**config.mk**
```make
export PLATFORM = sky130hd
export DESIGN_NAME = eps_autoselect
export DESIGN_NICKNAME = d
export VERILOG_FILES = /design/src/include/eps_pkg.sv /design/src/hw/eps_sync2.sv /design/src/hw/eps_uart_tx.sv /design/src/hw/eps_autoselect.sv
export SDC_FILE = /design/constraint.sdc
export NUM_CORES = 1
export LEC_CHECK = 0
export ABC_AREA = 1
export BUFFER_PORTS_ARGS = -buffer_cell sky130_fd_sc_hd__clkbuf_2
export CORE_ASPECT_RATIO = 1.5
export CORE_UTILIZATION = 53
export CTS_CLUSTER_DIAMETER = 200
export DETAILED_ROUTE_END_ITERATION = 10
export HOLD_SLACK_MARGIN = 0.08
export PLACE_DENSITY = 0.81
export SLEW_MARGIN = 10
export SYNTH_ARGS = -nofsm -noshare
export SYNTH_HDL_FRONTEND = slang
export SYNTH_SLANG_ARGS = --single-unit
```
**constraint.sdc**
```tcl
create_clock -name clk_i -period 8.6 [get_ports clk_i]
set_input_delay 1.29 -clock clk_i [delete_from_list [all_inputs] [get_ports clk_i]]
set_output_delay 1.29 -clock clk_i [all_outputs]
set_load 0.01 [all_outputs]
```
**src/include/eps_pkg.sv**
```systemverilog
package eps_pkg;
  localparam int unsigned CLK_HZ = 250_000_000;
  localparam int unsigned STARTUP_MS = 50;
  localparam int unsigned TRIAL_MS = 500;
  localparam int unsigned STALE_US = 1000;
  localparam int unsigned BAUD = 115_200;
  localparam int unsigned STARTUP_CYC = STARTUP_MS * (CLK_HZ / 1000);
  localparam int unsigned TRIAL_CYC = TRIAL_MS * (CLK_HZ / 1000);
  localparam int unsigned STALE_CYC = STALE_US * (CLK_HZ / 1_000_000);
  localparam int unsigned BAUD_DIV = CLK_HZ / BAUD;

  localparam int ADR_W = 12;
  localparam logic [11:0] OFS_CTRL = 12'h000;
  localparam logic [11:0] OFS_STAT = 12'h004;
  localparam logic [11:0] OFS_POS = 12'h008;
  localparam logic [11:0] OFS_LINK_SEL = 12'h834;
  localparam logic [11:0] OFS_PROTO_SEL = 12'h838;
  localparam logic [11:0] OFS_ADAPTER_MUX_DISABLE = 12'h8B8;
  localparam logic [11:0] OFS_SHARED = 12'h8F0;
  localparam logic [11:0] OFS_DATA_IN = 12'h8FC;
  localparam logic [11:0] OFS_ENC_CLK = 12'h9A8;

  localparam int CTRL_EN_BIT = 0;
  localparam int CTRL_RESTART_BIT = 1;
  localparam logic CTRL_EN_RST = 1'b1;
  localparam int STAT_ST_LSB = 0;
  localparam int STAT_PR_LSB = 4;
  localparam int STAT_LOCK_BIT = 6;
  localparam int STAT_RUN_BIT = 7;
  localparam int STAT_LOST_BIT = 8;
  localparam int PAD_MODE_W = 3;
  localparam logic [2:0] PAD_MODE_GPIO = 3'h7;
  localparam logic [2:0] PAD_MODE_ENG_OUT = 3'h5;
  localparam logic [2:0] PAD_MODE_ENG_IN = 3'h6;

  localparam logic [1:0] PATH_OPEN = 2'h0;
  localparam logic [1:0] PATH_CH2 = 2'h1;
  localparam int IN_OPEN_BIT = 0;
  localparam int IN_CH2_BIT = 11;
  localparam int OUT_OPEN_CLK_BIT = 1;

  typedef enum logic [1:0] {PR_LINK = 2'h0, PR_OPEN = 2'h1, PR_CLOCK = 2'h2} eps_proto_t;
  typedef enum logic [2:0] {
    ST_IDLE = 3'h0, ST_CFG = 3'h1, ST_START = 3'h3, ST_WAIT = 3'h2,
    ST_TRIAL = 3'h6, ST_LOCK = 3'h7, ST_NEXT = 3'h5
  } eps_state_t;

  typedef struct packed {
    logic mux_disable;
    logic link_select;
    logic clk_not_open;
    logic pad_func;
    logic pad_gpio_out;
    logic [1:0] path_sel;
  } eps_sel_t;

  function automatic eps_sel_t sel_for(eps_proto_t p);
    eps_sel_t s;
    s.mux_disable = 1'b0;
    s.link_select = (p == PR_LINK);
    s.clk_not_open = (p != PR_OPEN);
    s.pad_func = (p != PR_OPEN);
    s.pad_gpio_out = 1'b0;
    s.path_sel = (p == PR_OPEN) ? PATH_OPEN : PATH_CH2;
    return s;
  endfunction : sel_for

  function automatic eps_proto_t next_proto(eps_proto_t p);
    case (p)
      PR_LINK: return PR_OPEN;
      PR_OPEN: return PR_CLOCK;
      default: return PR_LINK;
    endcase
  endfunction : next_proto
endpackage : eps_pkg

```
**src/hw/eps_sync2.sv**
```systemverilog
`timescale 1ns/100ps
`default_nettype none
module eps_sync2 #(
  parameter int W = 1
) (
  input wire logic clk_i, // clock
  input wire logic rst_i, // synchronous reset
  input wire logic [W-1:0] d_i, // asynchronous level
  output logic [W-1:0] q_o // synchronised level
);
  logic [W-1:0] meta_r;

  always_ff @(posedge clk_i) begin
    if (rst_i) begin
      meta_r <= '0;
      q_o <= '0;
    end else begin
      meta_r <= d_i;
      q_o <= meta_r;
    end
  end
endmodule : eps_sync2
`default_nettype wire

```
**src/hw/eps_uart_tx.sv**
```systemverilog
`timescale 1ns/100ps
`default_nettype none
module eps_uart_tx #(
  parameter int unsigned DIV = eps_pkg::BAUD_DIV
) (
  input wire logic clk_i, // clock
  input wire logic rst_i, // synchronous reset
  input wire logic [7:0] data_i, // byte to send
  input wire logic valid_i, // byte offered
  output logic ready_o, // idle, byte taken when valid
  output logic tx_o // serial line, idle high
);
  import eps_pkg::*;
  logic [15:0] div_r;
  logic [3:0] bit_r;
  logic [9:0] sh_r;

  assign ready_o = (bit_r == 4'h0);

  always_ff @(posedge clk_i) begin
    if (rst_i) begin
      div_r <= 16'h0000;
      bit_r <= 4'h0;
      sh_r <= 10'h3FF;
      tx_o <= 1'b1;
    end else begin
      tx_o <= sh_r[0];
      if (ready_o) begin
        if (valid_i) begin
          // start bit, 8 data bits lsb first, stop bit
          sh_r <= {1'b1, data_i, 1'b0};
          bit_r <= 4'hA;
          div_r <= 16'(DIV - 1);
        end
      end else if (div_r == 16'h0000) begin
        sh_r <= {1'b1, sh_r[9:1]};
        bit_r <= bit_r - 4'h1;
        div_r <= 16'(DIV - 1);
      end else begin
        div_r <= div_r - 16'h0001;
      end
    end
  end
endmodule : eps_uart_tx
`default_nettype wire

```
**src/hw/eps_autoselect.sv**
```systemverilog
// Our own choice: the Wishbone interface to the registers.
`timescale 1ns/100ps
`default_nettype none
// Summary of operation
// - configure path, start engine, wait, check position
// - trial timeout moves to next protocol
// - rotate protocols until a valid position
// - stale or invalid position restarts detection
// - send locked position out the console
// - three select outputs choose signal path
// - select levels fixed per protocol
// - shared pad GPIO low for open protocol
// - clock and link share channel two
// - open protocol uses input bit 0
// - selects also pick encoder power supply
module eps_autoselect #(
  parameter int unsigned STARTUP_CYCLES = eps_pkg::STARTUP_CYC,
  parameter int unsigned TRIAL_CYCLES = eps_pkg::TRIAL_CYC,
  parameter int unsigned STALE_CYCLES = eps_pkg::STALE_CYC,
  parameter int unsigned BAUD_DIV = eps_pkg::BAUD_DIV
) (
  input wire logic clk_i, // 250 MHz clock
  input wire logic rst_i, // synchronous reset, high
  input wire logic wb_cyc_i, // bus cycle
  input wire logic wb_stb_i, // strobe
  input wire logic wb_we_i, // write
  input wire logic [eps_pkg::ADR_W-1:0] wb_adr_i, // byte address
  input wire logic [3:0] wb_sel_i, // byte enables
  input wire logic [31:0] wb_dat_i, // write data
  output logic [31:0] wb_dat_o, // read data
  output logic wb_ack_o, // acknowledge
  output eps_pkg::eps_sel_t sel_o, // select pins and pad mode
  output logic engine_run_o, // engine enable, rise starts it
  output eps_pkg::eps_proto_t engine_proto_o, // firmware to run
  input wire logic pos_valid_i, // engine position valid
  input wire logic pos_strobe_i, // new position pulse
  input wire logic [31:0] pos_data_i, // position word
  input wire logic eng_ch2_clk_i, // engine channel two clock
  input wire logic eng_ch2_dout_i, // engine channel two data
  input wire logic eng_ch2_oe_i, // engine channel two drive
  input wire logic [31:0] engine_output_register_i, // engine outputs
  output logic [31:0] engine_input_register_o, // engine inputs
  output logic channel_two_clock_o, // clock pin
  output logic link_data_out_o, // data pin out
  output logic link_drive_enable_o, // data pin enable
  input wire logic link_data_in_i, // data pin in
  input wire logic open_proto_data_in_i, // open sensor data pin
  output logic open_proto_clock_o, // open clock pin
  output logic console_tx_o // serial console
);
  import eps_pkg::*;

  eps_state_t st_r, st_nxt;
  eps_proto_t pr_r, pr_nxt;
  eps_sel_t sel_r;
  logic [31:0] tmr_r, tmr_nxt;
  logic en_r, lost_r, restart_req, lost_set;
  logic [31:0] pos_r;
  logic [PAD_MODE_W+28:PAD_MODE_W] pad_sw_r [6];
  logic [31:0] tx_word_r;
  logic [2:0] tx_left_r;
  logic uart_ready;
  logic link_in_s, open_in_s;

  // wishbone decode
  wire req = wb_cyc_i & wb_stb_i & ~wb_ack_o;
  // writes land on the edge where the master samples ack, while it still holds the request
  wire wr = wb_cyc_i & wb_stb_i & wb_we_i & wb_ack_o;
  wire [11:0] adr = {wb_adr_i[11:2], 2'b00};
  wire hit_ctrl = (adr == OFS_CTRL);
  wire hit_stat = (adr == OFS_STAT);
  wire hit_pos = (adr == OFS_POS);
  wire [2:0] pad_idx = (adr == OFS_LINK_SEL) ? 3'd0 :
                       (adr == OFS_PROTO_SEL) ? 3'd1 :
                       (adr == OFS_ADAPTER_MUX_DISABLE) ? 3'd2 :
                       (adr == OFS_SHARED) ? 3'd3 :
                       (adr == OFS_DATA_IN) ? 3'd4 :
                       (adr == OFS_ENC_CLK) ? 3'd5 : 3'd7;
  wire pad_hit = (pad_idx != 3'd7);
  // pad mode is fixed in logic, the shared pad's set by the sequencer, so software cannot fight it
  wire [2:0] pad_mode = (pad_idx == 3'd3) ? (sel_r.pad_func ? PAD_MODE_ENG_OUT : PAD_MODE_GPIO) :
                        (pad_idx == 3'd4) ? PAD_MODE_ENG_IN :
                        (pad_idx == 3'd5) ? PAD_MODE_ENG_OUT : PAD_MODE_GPIO;
  wire [31:0] be_mask = {{8{wb_sel_i[3]}}, {8{wb_sel_i[2]}}, {8{wb_sel_i[1]}}, {8{wb_sel_i[0]}}};
  wire [31:0] stat_word = (32'(st_r) << STAT_ST_LSB) | (32'(pr_r) << STAT_PR_LSB) |
                          (32'(st_r == ST_LOCK) << STAT_LOCK_BIT) |
                          (32'(engine_run_o) << STAT_RUN_BIT) | (32'(lost_r) << STAT_LOST_BIT);
  wire [31:0] rd_word = hit_ctrl ? 32'(en_r) << CTRL_EN_BIT :
                        hit_stat ? stat_word :
                        hit_pos ? pos_r :
                        pad_hit ? {pad_sw_r[pad_idx[2:0]], pad_mode} : 32'h0000_0000;
  wire ctrl_wr = wr & hit_ctrl & wb_sel_i[0];
  wire lost_clr = wr & hit_stat & wb_sel_i[1] & wb_dat_i[STAT_LOST_BIT];
  assign restart_req = ctrl_wr & wb_dat_i[CTRL_RESTART_BIT];
  wire got_pos = pos_valid_i & pos_strobe_i;
  wire tx_load = got_pos & (st_r == ST_TRIAL || st_r == ST_LOCK) & (tx_left_r == 3'd0);

  always_ff @(posedge clk_i) begin
    if (rst_i) begin
      wb_ack_o <= 1'b0;
      wb_dat_o <= 32'h0000_0000;
      en_r <= CTRL_EN_RST;
      lost_r <= 1'b0;
    end else begin
      wb_ack_o <= req;
      wb_dat_o <= req ? rd_word : 32'h0000_0000;
      if (ctrl_wr) begin
        en_r <= wb_dat_i[CTRL_EN_BIT];
      end
      // a loss in the same cycle as the clear survives it
      lost_r <= lost_set | (lost_r & ~lost_clr);
    end
  end

  always_ff @(posedge clk_i) begin
    if (rst_i) begin
      for (int i = 0; i < 6; i++) begin
        pad_sw_r[i] <= '0;
      end
    end else if (wr & pad_hit) begin
      pad_sw_r[pad_idx] <= (pad_sw_r[pad_idx] & ~be_mask[31:3]) | (wb_dat_i[31:3] & be_mask[31:3]);
    end
  end

  // detection sequencer
  always_comb begin
    st_nxt = st_r;
    pr_nxt = pr_r;
    lost_set = 1'b0;
    tmr_nxt = (tmr_r != 32'h0000_0000) ? tmr_r - 32'h0000_0001 : 32'h0000_0000;
    case (st_r)
      ST_IDLE: begin
        st_nxt = ST_CFG;
        pr_nxt = PR_LINK;
      end
      ST_CFG: st_nxt = ST_START;
      ST_START: begin
        st_nxt = ST_WAIT;
        tmr_nxt = 32'(STARTUP_CYCLES - 1);
      end
      ST_WAIT: begin
        if (tmr_r == 32'h0000_0000) begin
          st_nxt = ST_TRIAL;
          tmr_nxt = 32'(TRIAL_CYCLES - 1);
        end
      end
      ST_TRIAL: begin
        if (got_pos) begin
          st_nxt = ST_LOCK;
          tmr_nxt = 32'(STALE_CYCLES - 1);
        end else if (tmr_r == 32'h0000_0000) begin
          st_nxt = ST_NEXT;
        end
      end
      ST_LOCK: begin
        if (!pos_valid_i || tmr_r == 32'h0000_0000) begin
          // retry the locked protocol first, then rotate as usual
          st_nxt = ST_CFG;
          lost_set = 1'b1;
        end else if (got_pos) begin
          tmr_nxt = 32'(STALE_CYCLES - 1);
        end
      end
      ST_NEXT: begin
        st_nxt = ST_CFG;
        pr_nxt = next_proto(pr_r);
      end
      default: st_nxt = ST_IDLE;
    endcase
    if (!en_r) begin
      st_nxt = ST_IDLE;
    end else if (restart_req) begin
      st_nxt = ST_CFG;
      pr_nxt = PR_LINK;
    end
  end

  always_ff @(posedge clk_i) begin
    if (rst_i) begin
      st_r <= ST_IDLE;
      pr_r <= PR_LINK;
      tmr_r <= 32'h0000_0000;
      sel_r <= '0;
      engine_run_o <= 1'b0;
      engine_proto_o <= PR_LINK;
      pos_r <= 32'h0000_0000;
    end else begin
      st_r <= st_nxt;
      pr_r <= pr_nxt;
      tmr_r <= tmr_nxt;
      if (st_r == ST_CFG) begin
        sel_r <= sel_for(pr_r);
      end
      // engine is held off through CFG and START so path settles first
      engine_run_o <= (st_nxt == ST_WAIT) | (st_nxt == ST_TRIAL) | (st_nxt == ST_LOCK);
      engine_proto_o <= pr_r;
      if (got_pos) begin
        pos_r <= pos_data_i;
      end
    end
  end
  assign sel_o = sel_r;

  // pin routing
  eps_sync2 #(.W(2)) u_sync (
    .clk_i(clk_i),
    .rst_i(rst_i),
    .d_i({link_data_in_i, open_proto_data_in_i}),
    .q_o({link_in_s, open_in_s})
  );
  wire ch2 = (sel_r.path_sel == PATH_CH2);
  wire opn = (sel_r.path_sel == PATH_OPEN);
  wire [31:0] in_word = (32'(ch2 & link_in_s) << IN_CH2_BIT) |
                        (32'(opn & open_in_s) << IN_OPEN_BIT);

  always_ff @(posedge clk_i) begin
    if (rst_i) begin
      channel_two_clock_o <= 1'b0;
      link_data_out_o <= 1'b0;
      link_drive_enable_o <= 1'b0;
      open_proto_clock_o <= 1'b0;
      engine_input_register_o <= 32'h0000_0000;
    end else begin
      channel_two_clock_o <= ch2 & eng_ch2_clk_i;
      link_data_out_o <= ch2 & eng_ch2_dout_i;
      link_drive_enable_o <= ch2 & eng_ch2_oe_i;
      open_proto_clock_o <= opn & engine_output_register_i[OUT_OPEN_CLK_BIT];
      engine_input_register_o <= in_word;
    end
  end

  // console: four bytes msb first; positions arriving before the last byte is handed to the uart are dropped
  always_ff @(posedge clk_i) begin
    if (rst_i) begin
      tx_word_r <= 32'h0000_0000;
      tx_left_r <= 3'd0;
    end else if (tx_load) begin
      tx_word_r <= pos_data_i;
      tx_left_r <= 3'd4;
    end else if (tx_left_r != 3'd0 && uart_ready) begin
      tx_word_r <= {tx_word_r[23:0], 8'h00};
      tx_left_r <= tx_left_r - 3'd1;
    end
  end

  eps_uart_tx #(.DIV(BAUD_DIV)) u_uart (
    .clk_i(clk_i),
    .rst_i(rst_i),
    .data_i(tx_word_r[31:24]),
    .valid_i(tx_left_r != 3'd0),
    .ready_o(uart_ready),
    .tx_o(console_tx_o)
  );
endmodule : eps_autoselect
`default_nettype wire

```
==> results of run 1 <==
## cells by family (layout without fill, tap and decap cells)
logic type,Yosys count,count (layout),synth area share (%)
adder cells (fa/ha/maj),6,6,0.382
other,1,91,0.0191
flip-flops,416,416,54.2
buffers and inverters,435,501,9.50
AND/OR/NAND/NOR,1286,1286,28.2
XOR/XNOR,27,27,1.20
AO/OA/AOI/OAI,236,236,6.48
## layout make-up
cell class	instances	area, um^2
multi-input cells	1646	7500
well taps	484	606
inverters	270	1010
fillers	3066	14600
clock buffers	53	1120
flip-flops and latches	416	10700
repair buffers	160	861
clock inverters	18	208
## flip-flops by register name, summed over array words and instances (netlist names), 2 cells and up
register and flops:
pos_r 32, u_sync.meta_r 2, st_r 3, sel_o 2
u_uart.sh_r 9, engine_proto_o 2, u_sync.q_o 2, engine_input_register_o 2
tx_left_r 3, wb_dat_o 32, pad_sw_r 232, pr_r 2
tmr_r 32, tx_word_r 32, u_uart.bit_r 4, u_uart.div_r 16
## stage by stage
stage               total power [mW]  hold slack, ns  setup WS, ns  instance area (um^2)
detailed placement              3.45           0.401          3.38                 20600
finish                          5.22           0.400          3.89                 22000
global route                    5.47           0.429          3.65                 22000
CTS                             5.22           0.400          3.93                 22000
floorplan                       3.20           0.388          4.99                 20000
global placement                3.42           0.390          3.45                 20600
## synth_stat cells (10+ instances only)
cell type  count  area share (%)
buf_2         33            0.84
nand2_1      556              11
nor2_1       374             7.1
a21oi_1      101             2.6
nand4_1      118             3.8
inv_1        259             4.9
buf_1         11            0.21
xor2_1        15            0.67
clkbuf_1      72             1.4
edfxtp_1     232              35
dfxtp_1      184              19
o21ai_0       95             2.4
buf_4         47             1.8
nor3_1        17            0.43
xnor2_1       12            0.53
o211ai_1      10            0.38
nand3_1      186             4.7
## layer usage
| metal | global-route usage, % | vias up | share of wire [%] |
|---|---|---|---|
| met5 | 0 | - | 0 |
| met4 | 12.8 | 0 | 4.2 |
| met3 | 3.02 | 154 | 6.9 |
| met2 | 49.1 | 749 | 52 |
| met1 | 30.0 | 7870 | 37 |
| li1 | - | 8020 | - |
## tightest hold or removal path, stage by stage, from the launching register on
cell	delay (ns)
dfxtp_1	0.30
inv_1	0.04
nor2_1	0.03
## worst min-delay path by stage
| stage | start | end | slack [ns] | cells after the start |
|---|---|---|---|---|
| 2_1_floorplan | u_sync.meta_r[0] | u_sync.q_o[0] | 0.39 | 2 |
| 3_3_place_gp | u_sync.meta_r[1] | u_sync.q_o[1] | 0.39 | 2 |
| 3_5_place_dp | u_sync.meta_r[0] | u_sync.q_o[0] | 0.40 | 2 |
| 4_1_cts | u_sync.meta_r[0] | u_sync.q_o[0] | 0.40 | 2 |
| 5_1_grt | u_sync.meta_r[0] | u_sync.q_o[0] | 0.43 | 2 |
| 6_report | u_sync.meta_r[0] | u_sync.q_o[0] | 0.40 | 2 |
## power breakdown
part	switching, mW	internal [mW]
registers	0.107	2.26
logic	0.721	0.346
clock network	0.726	1.06
## placed cells by master (no fill, tap or decap), types with 3 or more instances in the layout
master	netlist	final
bufinv_16	0	5
o21ai_1	3	3
clkbuf_16	0	41
xor2_1	15	15
clkbuf_1	72	7
a21oi_1	101	101
o22ai_1	3	3
inv_1	259	258
clkbuf_8	0	5
nor4_1	6	6
nand3_1	186	186
clkinv_2	0	4
o311ai_0	5	5
nand2_1	556	555
o211ai_1	10	10
ha_1	6	6
a221oi_1	3	3
nor2_4	5	5
buf_4	47	24
nor2_1	374	373
edfxtp_1	232	232
nand3_4	1	4
a31oi_1	8	8
inv_2	8	8
clkbuf_2	0	136
conb_1	1	91
o21ai_0	95	95
nand4_1	118	118
xnor2_1	12	12
or2_2	5	5
dfxtp_1	184	184
nor3_1	17	17
clkinv_1	3	12
==> impl_metrics.env, run 1 <==
export IMPL_yosysWarningCount=0
export IMPL_critPathLaunchType="input pin"
export IMPL_post_cts_buffers=0
export IMPL_die_h_um=238
export IMPL_root_buffer="clkbuf_16"
export IMPL_cp_top_family="simple AND/OR/NAND/NOR gates"
export IMPL_dp_cells=2976
export IMPL_synth_distinct_cells=49
export IMPL_crit_start="wb_adr_i[9]"
export IMPL_grt_pass1_vias=16300
export IMPL_drtPass1Iterations=7
export IMPL_setup_viol=0
export IMPL_detailed_place_hpwl_um=32400
export IMPL_io_pins=204
export IMPL_rrSetupSlack_ns=4.43
export IMPL_finish_utilization_pct=60.0
export IMPL_arrival_ns=4.93
export IMPL_critPathMaxStageDelay_ns=0.72
export IMPL_routed_wl_um=50700
export IMPL_cts_tree="built"
export IMPL_cp_max_fo=42
export IMPL_track_usage_pct=26.4
export IMPL_post_cts_resized=0
export IMPL_grt_first_pass_wirelength_um=79800
export IMPL_syn_instance_count=2407
export IMPL_skew_ns=0.0157
export IMPL_die_area_mm2=0.0379
export IMPL_max_slew_margin_pct=20.6
export IMPL_p_per_area_mw_per_mm2=238
export IMPL_maxCapViolations=0
export IMPL_worst_pin_slew_ns=1.19
export IMPL_port_buffers=136
export IMPL_area_growth_pct=11.8
export IMPL_fp_dieW_um=159
export IMPL_rsz0062_at_grt="false"
export IMPL_drt_iter0_drc=1378
export IMPL_grt_max_degree=103
export IMPL_grt_overflow=0
export IMPL_cts_buffers=39
export IMPL_dr_total_vias=16800
export IMPL_antenna_left=0
export IMPL_crit_required_ns=8.83
export IMPL_core_mm2=0.0366
export IMPL_final_nets=2663
export IMPL_cts_sinks=416
export IMPL_r2r_cells=11
export IMPL_end_kind="flop"
export IMPL_setup_total_negative_slack_ns=0
export IMPL_critPathMostFrequentCell="nand2_1"
export IMPL_wire_per_inst_um=16.6
export IMPL_vdd_drop_max_mv=0.163
export IMPL_min_period_over_period_pct=54.7
export IMPL_viasPerCell=5.51
export IMPL_max_clock_freq_ghz=0.213
export IMPL_clk_latency_ns=0.53
export IMPL_cts_buffer_depth=3
export IMPL_place_gp_congestion=0.867
export IMPL_rows=86
export IMPL_rr_startpoint="u_uart.bit_r[0]"
export IMPL_synth_flop_cell="edfxtp_1"
export IMPL_ys_seq_area_share_pct=54.2
export IMPL_cp_depth=14
export IMPL_antenna_found_initial=0
export IMPL_drive_gt1_share_pct=9.68
export IMPL_path_buf_inv=4
export IMPL_min_period_ns=4.71
export IMPL_crit_slowest_cell="nand2_1"
export IMPL_path_cells="clkbuf_2, inv_2, nand2_1, nor2_2, nand3_4, nand2_1, nor2_4, nand3_4, nand3_2, nor2_4, nand3_1, buf_4, nand2_1, buf_4"
export IMPL_r2r_end="u_uart.div_r[11]"
export IMPL_synth_edf_count=232
export IMPL_avgSynthCellArea_um2=8.16
export IMPL_start_util_pct=53.7
export IMPL_hold_viol=0
export IMPL_postCtsHoldBufs=0
export IMPL_async_reset_ff_share_pct=0
export IMPL_synth_seq_cells=416
export IMPL_worstHoldPathType="reg2reg"
export IMPL_slew_viol_final=0
export IMPL_drc_errors=0
export IMPL_clk_pin_slew_ns=0.07
export IMPL_stdcell_count=3047
export IMPL_leakage_nw=9.54
export IMPL_setup_worst_path_end="pad_sw_r[1][13]"
export IMPL_crit_type="in2reg"
export IMPL_num_antenna_cells=0
export IMPL_status="complete, no violations"
export IMPL_htreeDepth=2
export IMPL_synth_area_mm2=0.0196
Note: power is estimated with default switching activity, not from simulation.
==> run 2: changes to the inputs <==
PLACE_DENSITY = 0.84   (was 0.81)
clock period = 4.3 ns   (was 8.6 ns; I/O delays follow)
==> impl_metrics.env, run 2 (synthesis results as in run 1) <==
export IMPL_status="complete, no violations"
export IMPL_rsz0062_at_grt="false"
export IMPL_p_int_mw=7.17
export IMPL_end_kind="flop"
export IMPL_grt_max_degree=114
export IMPL_r2r_cells=9
export IMPL_cts_buffer_depth=3
export IMPL_vdd_drop_max_mv=0.373
export IMPL_swShare_pct=30.4
export IMPL_final_nets=2670
export IMPL_min_period_ns=3.24
export IMPL_arrival_ns=3.62
export IMPL_cts_tree="built"
export IMPL_max_clock_freq_ghz=0.309
export IMPL_wire_per_inst_um=17.1
export IMPL_share_comb_of_total_power_pct=21.2
export IMPL_multiInputGateArea_mm2=0.00750
export IMPL_largest_reg_flops=232
export IMPL_crit_start="pos_valid_i"
export IMPL_place_gp_congestion=0.858
export IMPL_rr_startpoint="tx_left_r[0]"
export IMPL_postCtsHoldBufs=0
export IMPL_setup_total_negative_slack_ns=0
export IMPL_detailed_place_hpwl_um=33200
export IMPL_worst_pin_slew_ns=0.992
export IMPL_critPathMaxStageDelay_ns=0.82
export IMPL_p_sw_mw=3.13
export IMPL_path_cells="clkbuf_2, nand2_1, buf_4, inv_1, buf_4, nand2_1, clkinv_1, a221oi_1, nor2_1"
export IMPL_crit_required_ns=4.69
export IMPL_routed_wl_um=52100
export IMPL_die_h_um=238
export IMPL_grt_first_pass_wirelength_um=82400
export IMPL_cts_buffers=38
export IMPL_cp_max_fo=40
export IMPL_min_from="link_data_in_i"
export IMPL_slew_viol_final=0
export IMPL_cp_depth=9
export IMPL_fin_area_mm2=0.0220
export IMPL_crit_slowest_cell="clkinv_1"
export IMPL_antenna_left=0
export IMPL_worstHoldPathType="in2reg"
export IMPL_rrSetupSlack_ns=1.09
export IMPL_max_slew_margin_pct=33.8
export IMPL_dr_total_vias=17100
export IMPL_place_area_mm2=0.0207
export IMPL_finalWorstSetupSlack_ns=1.06
export IMPL_top_register="pad_sw_r"
export IMPL_start_util_pct=53.7
export IMPL_min_period_over_period_pct=75.2
export IMPL_clk_latency_ns=0.54
export IMPL_drc_errors=0
export IMPL_pre_cts_slack_ns=0.569
export IMPL_rows=86
export IMPL_htreeDepth=2
export IMPL_root_buffer="clkbuf_16"
export IMPL_p_per_area_mw_per_mm2=469
export IMPL_post_cts_buffers=0
export IMPL_crit_type="in2reg"
export IMPL_fp_dieW_um=159
export IMPL_drive_gt1_share_pct=9.98
export IMPL_final_common_cell="nand2_1"
export IMPL_port_buffers=136
export IMPL_pwr_share_seq_pct=45.9
export IMPL_path_buf_inv=5
export IMPL_min_path_cells=3
export IMPL_die_area_mm2=0.0379
export IMPL_grt_pass1_vias=16700
export IMPL_fillers=3054
export IMPL_viasPerCell=5.60
export IMPL_drtPass1Iterations=6
export IMPL_io_pins=204
export IMPL_hold_viol=0
export IMPL_cp_top_family="buffers and inverters"
export IMPL_ff_latch_area_mm2=0.0107
export IMPL_leakage_nw=9.55
export IMPL_cts_sinks=416
export IMPL_post_cts_resized=0
export IMPL_antenna_found_initial=0
export IMPL_maxCapViolations=0
export IMPL_skew_ns=0.0146
export IMPL_clk_pin_slew_ns=0.07
export IMPL_setup_viol=0
export IMPL_core_mm2=0.0366
export IMPL_num_antenna_cells=0
export IMPL_final_cell_mix="nand2_1 (556), nor2_1 (373), inv_1 (259)"
export IMPL_critPathLaunchType="input pin"
export IMPL_drt_iter0_drc=1646
export IMPL_p_clk_share_pct=32.9
export IMPL_area_growth_pct=11.8
export IMPL_finish_utilization_pct=60.0
export IMPL_grt_overflow=0
export IMPL_track_usage_pct=27.3
run 2: cell types whose count changed in the layout (fill, tap and decap cells not counted):
cell	change
nand2_1	+1
clkbuf_16	-2
clkbuf_8	+1
clkinv_1	-6
clkbuf_1	-1
buf_12	+3
bufinv_16	-2
inv_1	+1
buf_4	+5
inv_6	+2
nand2_2	-1
clkinv_2	+2
run 2: final timing paths:
| check | endpoint |
|---|---|
| max reg2reg | tx_word_r[26] |
| min | u_sync.meta_r[1] |
| max | tx_word_r[26] |
| min reg2reg | u_sync.q_o[1] |
run 2: layer usage:
layer | global-route usage, % | vias to the layer above | wire length, um
met1 | 30.6 | 7994 | 18500
met5 | 0 | - | 0
li1 | - | 8023 | -
met3 | 3.89 | 193 | 4210
met4 | 15.1 | 0 | 2610
met2 | 49.7 | 865 | 26800
run 2: tightest hold or removal path, stage by stage:
cell	delay, ns
clkbuf_2	0.08
inv_1	0.04
nor2_1	0.03
run 2: area by class of cell:
cell class	instances	area share, %
sequential	416	48.5
tap	484	2.76
multi-input combinational	1646	34.1
timing repair buffer	168	4.36
clock buffer	51	4.92
inverter	270	4.61
clock inverter	15	0.712
run 2: through the flow:
stage | hold WS, ns | total power [mW] | std cells
after floorplan | 0.388 | 6.41 | 2497
after global placement | 0.392 | 6.84 | 2984
after detailed placement | 0.405 | 6.94 | 2984
after CTS | 0.278 | 10.3 | 3050
after global routing | 0.302 | 10.8 | 3050
final | 0.288 | 10.3 | 3050
run 2: power groups by stage:
stage | clock [mW] | combinational, mW | sequential [mW]
after floorplan | 0 | 1.65 | 4.75
after global placement | 0 | 2.05 | 4.78
after detailed placement | 0 | 2.14 | 4.80
after CTS | 3.42 | 2.16 | 4.72
after global routing | 3.57 | 2.47 | 4.76
final | 3.39 | 2.18 | 4.73
